**config.mk**
```make
export PLATFORM = sky130hd
export DESIGN_NAME = gpc_grayscale_pwm_counter
export DESIGN_NICKNAME = d
export VERILOG_FILES = /design/src/rtl/gpc_pkg.sv /design/src/rtl/gpc_grayscale_pwm_counter.sv
export SDC_FILE = /design/constraint.sdc
export NUM_CORES = 1
export LEC_CHECK = 0
export CORE_MARGIN = 8
export CORE_UTILIZATION = 64
export DETAILED_ROUTE_END_ITERATION = 8
export DONT_BUFFER_PORTS = 1
export GPL_TIMING_DRIVEN = 0
export PLACE_DENSITY = 0.8
export SLEW_MARGIN = 10
export SYNTH_ARGS = -nofsm -noshare
export SYNTH_HDL_FRONTEND = slang
export SYNTH_SLANG_ARGS = --single-unit
```
**constraint.sdc**
```tcl
create_clock -name i_clk_sys -period 13.2 [get_ports i_clk_sys]
set_input_delay 0.66 -clock i_clk_sys [delete_from_list [all_inputs] [get_ports i_clk_sys]]
set_output_delay 0.66 -clock i_clk_sys [all_outputs]
set_load 0.1 [all_outputs]
```
**src/rtl/gpc_pkg.sv**
```systemverilog
// Package: constants and types for the grayscale PWM counter
package gpc_pkg;

  localparam int          GPC_CHANNELS  = 16;
  localparam int          GPC_GS_BITS   = 12;
  localparam int          GPC_LATCH_BITS = GPC_CHANNELS * GPC_GS_BITS;
  localparam logic [11:0] GPC_CNT_RESET = 12'h000;
  localparam logic [11:0] GPC_CNT_MAX   = 12'hFFF;
  localparam logic [11:0] GPC_GS_ZERO   = 12'h000;

  // Synchronised copies of the controller pins
  typedef struct packed {
    logic grayscale_clock;
    logic blank;
    logic latch_strobe;
  } gpc_pins_t;

  typedef enum logic [1:0] {
    GPC_ST_BLANKED,
    GPC_ST_FIRST,
    GPC_ST_COUNT,
    GPC_ST_DONE
  } gpc_state_t;

endpackage

```
**src/rtl/gpc_grayscale_pwm_counter.sv**
```systemverilog
// Module: grayscale PWM counter and per-channel output compare
`timescale 1ns/100ps
module gpc_grayscale_pwm_counter
  import gpc_pkg::*;
#(
  parameter int CHANNELS = GPC_CHANNELS,
  parameter int GS_BITS  = GPC_GS_BITS
) (
  input  wire logic                          i_clk_sys,
  input  wire logic                          i_reset,
  input  wire logic                          i_grayscale_clock,
  input  wire logic                          i_blank,
  input  wire logic                          i_latch_strobe,
  input  wire logic [CHANNELS*GS_BITS-1:0]   i_gray_data,
  output logic      [CHANNELS-1:0]           o_channel_on,
  output logic      [GS_BITS-1:0]            o_count
);

  // ****************************************
  // Pin synchronisers and edge detection
  // ****************************************
  gpc_pins_t pins_meta_reg;
  gpc_pins_t pins_sync_reg;
  gpc_pins_t pins_prev_reg;
  gpc_pins_t pins_raw;

  assign pins_raw = '{grayscale_clock: i_grayscale_clock, blank: i_blank, latch_strobe: i_latch_strobe};

  always_ff @(posedge i_clk_sys) begin
    if (i_reset) begin
      pins_meta_reg <= '{default: 1'b1};
      pins_sync_reg <= '{default: 1'b1};
      pins_prev_reg <= '{default: 1'b1};
    end else begin
      pins_meta_reg <= pins_raw;
      pins_sync_reg <= pins_meta_reg;
      pins_prev_reg <= pins_sync_reg;
    end
  end


  // ****************************************
  // Edge decode
  // ****************************************
  // Rising edge from synchronised and previous copies
  function automatic logic rise_of(
    input logic now_level,
    input logic prev_level
  );
    rise_of = now_level & ~prev_level;
  endfunction

  wire gs_rise     = rise_of(pins_sync_reg.grayscale_clock, pins_prev_reg.grayscale_clock);
  wire strobe_rise = rise_of(pins_sync_reg.latch_strobe, pins_prev_reg.latch_strobe);
  wire blank_high  = pins_sync_reg.blank;

  // ****************************************
  // Grayscale latch
  // ****************************************
  // No reset: contents undefined until the controller loads them
  logic [CHANNELS*GS_BITS-1:0] gray_latch_reg;

  always_ff @(posedge i_clk_sys) begin
    if (strobe_rise) begin
      gray_latch_reg <= i_gray_data;
    end
  end

  // ****************************************
  // Counter state machine
  // ****************************************
  gpc_state_t         state_reg;
  gpc_state_t         state_next;
  logic [GS_BITS-1:0] count_reg;
  logic [GS_BITS-1:0] count_next;
  wire                at_max = (count_reg == GPC_CNT_MAX);

  always_comb begin
    state_next = state_reg;
    count_next = count_reg;
    case (state_reg)
      GPC_ST_BLANKED: begin
        count_next = GPC_CNT_RESET;
        if (!blank_high) begin
          state_next = GPC_ST_FIRST;
        end
      end
      GPC_ST_FIRST: begin
        if (gs_rise) begin
          state_next = GPC_ST_COUNT;
        end
      end
      GPC_ST_COUNT: begin
        if (gs_rise) begin
          if (at_max) begin
            state_next = GPC_ST_DONE;
          end else begin
            count_next = count_reg + 1'b1;
          end
        end
      end
      GPC_ST_DONE: begin
        count_next = count_reg;
      end
      default: begin
        state_next = GPC_ST_BLANKED;
        count_next = GPC_CNT_RESET;
      end
    endcase
    if (blank_high) begin
      state_next = GPC_ST_BLANKED;
      count_next = GPC_CNT_RESET;
    end
  end

  always_ff @(posedge i_clk_sys) begin
    if (i_reset) begin
      state_reg <= GPC_ST_BLANKED;
      count_reg <= GPC_CNT_RESET;
    end else begin
      state_reg <= state_next;
      count_reg <= count_next;
    end
  end

  // ****************************************
  // Per-channel compare
  // ****************************************
  // Counting state: on while count < value, so on time is value periods
  wire                counting = (state_next == GPC_ST_COUNT);
  logic [CHANNELS-1:0] on_next;

  // Lit while counting, nonzero and count still below value
  function automatic logic channel_lit(
    input logic               in_count,
    input logic [GS_BITS-1:0] value,
    input logic [GS_BITS-1:0] cnt
  );
    channel_lit = in_count
                  && (value != GS_BITS'(GPC_GS_ZERO))
                  && (cnt < value);
  endfunction

  genvar ch;
  generate
    for (ch = 0; ch < CHANNELS; ch++) begin : g_ch
      wire [GS_BITS-1:0] value = gray_latch_reg[ch*GS_BITS +: GS_BITS];
      wire               lit   = channel_lit(counting, value, count_next);
      assign on_next[ch] = lit;
    end
  endgenerate

  // ****************************************
  // Output registers
  // ****************************************
  always_ff @(posedge i_clk_sys) begin
    if (i_reset) begin
      o_channel_on <= '0;
    end else begin
      o_channel_on <= on_next;
    end
  end

  always_ff @(posedge i_clk_sys) begin
    if (i_reset) begin
      o_count <= GPC_CNT_RESET;
    end else begin
      o_count <= count_reg;
    end
  end

endmodule

```
==> reports/results.txt, run 1 <==
synth cell count leaders: 199 x inv_1, 192 x edfxtp_1, 177 x ha_1
Chip Width: 156 um
Post-synth ARST share: 0%
synthesized instance count: 1079
max reg flops: 192
final hold vios: 0
initial antenna violation count: 19
via total after detailed routing: 8569
# hold bufs at CTS: 0
sequential area share after synthesis: 53.9%
cells along the critical path: ha_1 > nand2_1 > nor4_2 > nor3_1 > xnor2_1 > nor2_4 > ha_1 > nand4_1 > a2111oi_0 > a211oi_1
status: finished clean
Critical Path Max Stage Delay: 0.67 ns
worst slack, placed: 9.60 ns
top post-synthesis cells by area: edfxtp_1 46%, ha_1 18%, dfxtp_1 8.0%
largest net degree at the start of global routing: 38
WL final: 30900 um
GRT Total Usage: 25.0%
Filler cells: 1260
maxcap violations: 0
Synth top area share: 45.9%
Setup crit start kind: register
Core ar.: 19300 sq um
GP Congestion: 0.881
CTS Root Cell: clkbuf_16
clk_skew: 0.0278 ns
first-pass GRT wire length: 46400 um
Clock Path Buffers: 3
Multi-input gate area: 5060 sq um
Area Growth Syn to Fin: 12.0%
Tmin final: 3.64 ns
Worst Path Buf+Inv: 0
Final nets: 1495
leakage: 5.95 nW
Yosys Warn Count: 0
Cell variety after synth: 47
Max IR drop VDD: 0.117 mV
setup bufs post-CTS: 0
register area: 6770 sq um
DPL Wire Length: 22600 um
Mean Syn Cell Area: 11.6 sq um
PostCTS Resize Cnt: 0
H-tree Lvls: 1
fin crit share: 27.6%
die area: 24400 sq um
Arr. time, crit path: 4.01 ns
crit end category: register
min-delay worst type: input port to register
Worst-path clk slew: 0.06 ns
clock sink count: 242
PD cells: 112 nW/um^2
Slew @ Worst Pin: 1.07 ns
number of global-route vias before repair: 8720
Yosys reg bits: 242
Overflow after GRT: 0
Post-synth EDFFs: 192
RSZ-0062 raised after global routing: false
Yosys top cell by area: edfxtp_1
count leader, synth: inv_1
die height: 156 um
PortBufs: 0
setup ws final: 9.56 ns
Crit Path Category: register to register
Post-Syn Area: 12600 sq um
setup TNS: 0 ns
wire length per cell: 21.8 um
top_reg_cell synth: edfxtp_1
# IOs: 225
CP required: 13.56 ns
Skew-Pair Late Insertion Delay: 0.53 ns
CTS Buf Count: 25
crit-path max FO: 16
CP max stage cell: nor2_4
final setup fails: 0
Final ANT Viol Nets: 0
Max Freq: 0.274 GHz
Top delay family on crit path: simple AND/OR/NAND/NOR gates
Iter 0 DRT Violations: 475
fin. max-slew vios: 0
DRC Markers: 0
# rows: 51
Post-Synthesis Net Count: 1453
Initial Util: 65.0%
CTS tree: done
Slew headroom: 28.4%
share of cells above drive strength 1: 8.95%
CP most frequent cell: ha_1
DRT Pass-1 Iters: 5
vias per cell: 6.05
cells by family (layout without fill, tap and decap cells):
| kind of cell | after synthesis | count (layout) | share of synthesized area, % |
|---|---|---|---|
| other | 0 | 11 | 0 |
| DFF | 242 | 242 | 53.9 |
| xor gates and xnor gates | 6 | 6 | 0.478 |
| buffers and inverters | 208 | 269 | 6.38 |
| AOI/OAI and AO/OA | 224 | 224 | 11.3 |
| and+or+nand+nor | 220 | 220 | 10.2 |
| adders and majority gates | 177 | 177 | 17.6 |
| muxes | 2 | 2 | 0.159 |
layout make-up:
type / instances / share of cell area, %
Sequential cell: 242 / 48.1
Inverter: 199 / 5.31
Clock inverter: 19 / 1.38
Clock buffer: 27 / 4.50
Multi-Input combinational cell: 629 / 35.9
Antenna cell: 11 / 0.196
Buffer: 9 / 0.382
Tap cell: 265 / 2.36
Timing Repair Buffer: 15 / 1.85
through the flow:
step / util [%] / instance area (sq um) / total power, mW / hold slack [ns] / std cells
after CTS: 72.6 / 14000 / 1.59 / 0.194 / 1405
after detailed placement: 68.4 / 13200 / 0.885 / 0.398 / 1359
after global placement: 66.7 / 12900 / 0.885 / 0.393 / 1344
after global routing: 72.7 / 14100 / 1.62 / 0.189 / 1414
final: 72.8 / 14100 / 1.58 / 0.216 / 1416
after floorplan: - / 12600 / 0.878 / 0.389 / 1079
routing by layer:
| metal | track usage (%) | share of wire (%) | vias up |
|---|---|---|---|
| li1 | - | - | 4090 |
| met1 | 28.8 | 38 | 4024 |
| met2 | 41.9 | 49 | 342 |
| met3 | 8.23 | 9.4 | 93 |
| met4 | 10.8 | 3.7 | 20 |
| met5 | 0 | 0.37 | - |
final timing paths:
kind	start	endpoint	slack, ns	depth (start not counted)
max	count_reg[0]	o_channel_on[1]	9.56	10
min	i_reset	o_count[2]	0.22	1
max reg2reg	count_reg[0]	o_channel_on[1]	9.56	10
min reg2reg	pins_meta_reg[1]	blank_high	0.41	1
where the power goes:
group          switching [mW]  internal, mW  total (mW)
Clock                   0.282         0.424       0.706
Sequential            0.00593         0.836       0.842
Combinational          0.0173       0.00988      0.0272
Total                   0.306          1.27        1.58
worst register-to-register path, stage by stage, from the launching register on:
cell and delay, ns:
dfxtp_1 0.44, ha_1 0.25, nand2_1 0.18, nor4_2 0.53
nor3_1 0.11, xnor2_1 0.21, nor2_4 0.67, ha_1 0.27
nand4_1 0.14, a2111oi_0 0.52, a211oi_1 0.16
cells in the final DEF (no fill, tap or decap), types with 9 or more instances in the layout:
cell type    n
a211oi_1    32
a211oi_2     9
a21oi_1     72
a31oi_1     16
and3_1      13
and4_1      13
clkbuf_16   25
dfxtp_1     50
diode_2     11
edfxtp_1   192
ha_1       177
inv_1      199
nand2_1     24
nand3_1     15
nand4_1     23
nor2_1      18
nor2b_1     27
nor4_1      51
o21ai_0     65
o21ai_2      9
or2_2        9
(Power assumes the default switching activity.)
==> run 2: changes to the inputs <==
==> constraint.sdc (replaced) <==
create_clock -name i_clk_sys -period 3.8 [get_ports i_clk_sys]
set_input_delay 0.19 -clock i_clk_sys [delete_from_list [all_inputs] [get_ports i_clk_sys]]
set_output_delay 0.19 -clock i_clk_sys [all_outputs]
set_load 0.1 [all_outputs]
==> reports/results.txt, run 2 (same netlist as run 1, synthesis figures left out) <==
met3 Use GR: 8.59%
DP Cell Count: 1362
die height: 156 um
final hold vios: 0
CP most frequent cell: ha_1
Core ar.: 19300 sq um
first-pass GRT wire length: 60400 um
clock sink count: 242
CTS Buf Count: 26
min-delay worst type: input port to register
share of cells above drive strength 1: 8.43%
Iter 0 DRT Violations: 851
Setup crit start kind: register
leakage: 6.84 nW
DRT Pass-1 Iters: 5
Top Usage Layer GRT: met2
Worst-path clk slew: 0.06 ns
# rows: 51
PortBufs: 0
most frequent cells in the layout: 199 x inv_1, 196 x dlygate4sd3_1, 192 x edfxtp_1
PD cells: 364 nW/um^2
final setup fails: 0
Tmin final: 3.61 ns
Overflow after GRT: 0
met1 usage: 34.3%
NetSw: 1.22 mW
largest net degree at the start of global routing: 38
wire length per cell: 24.7 um
CP max stage cell: nor2_4
CP required: 4.17 ns
Skew-Pair Late Insertion Delay: 0.53 ns
CTS Root Cell: clkbuf_16
# IOs: 225
Chip Width: 156 um
initial antenna violation count: 7
Critical Path Max Stage Delay: 0.65 ns
clk_skew: 0.00909 ns
Logic pwr share: 4.8%
hold path depth: 2
DPL Wire Length: 23200 um
Final nets: 1695
GR Util met2: 56.1%
DRC Markers: 0
sequential power share: 49.6%
Layout Cells excl Fill: 1613
vias per cell: 6.41
fin. max-slew vios: 0
commonest non-fill, non-tap cell in the layout: inv_1
max reg flops: 192
setup bufs post-CTS: 0
Slew headroom: 31.5%
Clock Path Buffers: 3
clock power share: 45.7%
Final ANT Viol Nets: 0
crit end category: register
number of global-route vias before repair: 11200
Arr. time, crit path: 3.98 ns
Area Growth Syn to Fin: 29.0%
Max IR drop VDD: 0.602 mV
Initial Util: 65.0%
Sw Ratio: 20.6%
Crit Path Category: register to register
cells along the critical path: ha_1 > nand2_1 > o22ai_1 > a41o_1 > o41ai_2 > nor2_4 > ha_1 > a21oi_1 > nor2b_1 > o21ai_0 > o211ai_1 > a211oi_1
Worst R2R Setup Slack: 0.19 ns
Max Freq: 0.277 GHz
crit-path max FO: 16
GP Congestion: 0.865
worst slack, placed: 0.144 ns
Filler cells: 937
setup ws final: 0.190 ns
Slew @ Worst Pin: 1.03 ns
H-tree Lvls: 1
via total after detailed routing: 10300
status: finished clean
fin crit share: 95.0%
RSZ-0062 raised after global routing: false
r2r worst-path depth: 12
GRT Total Usage: 32.5%
Int Pwr: 4.68 mW
maxcap violations: 0
WL final: 39900 um
CTS tree: done
die area: 24400 sq um
-- run 2: critical path: cells and delay by family, from the launching register on --
family	cells	cell delay, ns
and+or+nand+nor	3	0.92
AOI/OAI and AO/OA	7	1.42
adders and majority gates	2	0.66
DFF	1	0.46
-- run 2: power by group through the flow --
| stage | sequential [mW] | combinational (mW) | clock (mW) |
|---|---|---|---|
| floorplan | 2.98 | 0.0620 | 0 |
| global placement | 2.99 | 0.0773 | 0 |
| detailed placement | 2.98 | 0.0908 | 0 |
| CTS | 2.92 | 0.262 | 2.68 |
| global route | 2.93 | 0.296 | 2.81 |
| finish | 2.93 | 0.280 | 2.70 |
-- run 2: worst paths after layout --
path | from | end
setup / recovery | count_reg[0] | o_channel_on[14]
hold / removal | i_reset | o_count[7]
setup reg to reg | count_reg[0] | o_channel_on[14]
hold reg to reg | pins_meta_reg[1] | blank_high
-- run 2: metrics by stage --
stage                     power (mW)  hold slack (ns)  util (%)  TNS (ns)  instance area (sq um)
after global placement          3.06            0.264      66.7   -173.03                  12900
after global routing            6.03           0.0216      83.8         0                  16200
after CTS                       5.86          0.00399      83.4         0                  16100
after detailed placement        3.07            0.264      68.6         0                  13300
final                           5.90           0.0259      83.8         0                  16200
after floorplan                 3.04            0.262         -         0                  12600
-- run 2: layer usage --
layer  part of all wire [%]  up-vias  wire length [um]
met5                      0        -                 0
met4                    7.6        0              3040
met3                     10      244              4070
met2                     49      798             19400
met1                     34     4827             13400
li1                       -     4467                 -
-- run 2: final cells by class --
class	count	area, sq um	area share, %
Timing Repair Buffer	214	2280	14.1
Buffer	9	53.8	0.332
Sequential cell	242	6770	41.8
Tap cell	265	332	2.05
Multi-Input combinational cell	629	5090	31.4
Clock buffer	33	754	4.66
Antenna cell	7	17.5	0.108
Inverter	199	747	4.61
Clock inverter	15	159	0.981
-- run 2: timing repair --
item | CTS | global route
gates resized for setup | 0 | 9
setup endpoints to repair | 0 | 16
hold buffers | 196 | 0
hold endpoints to repair | 199 | 0
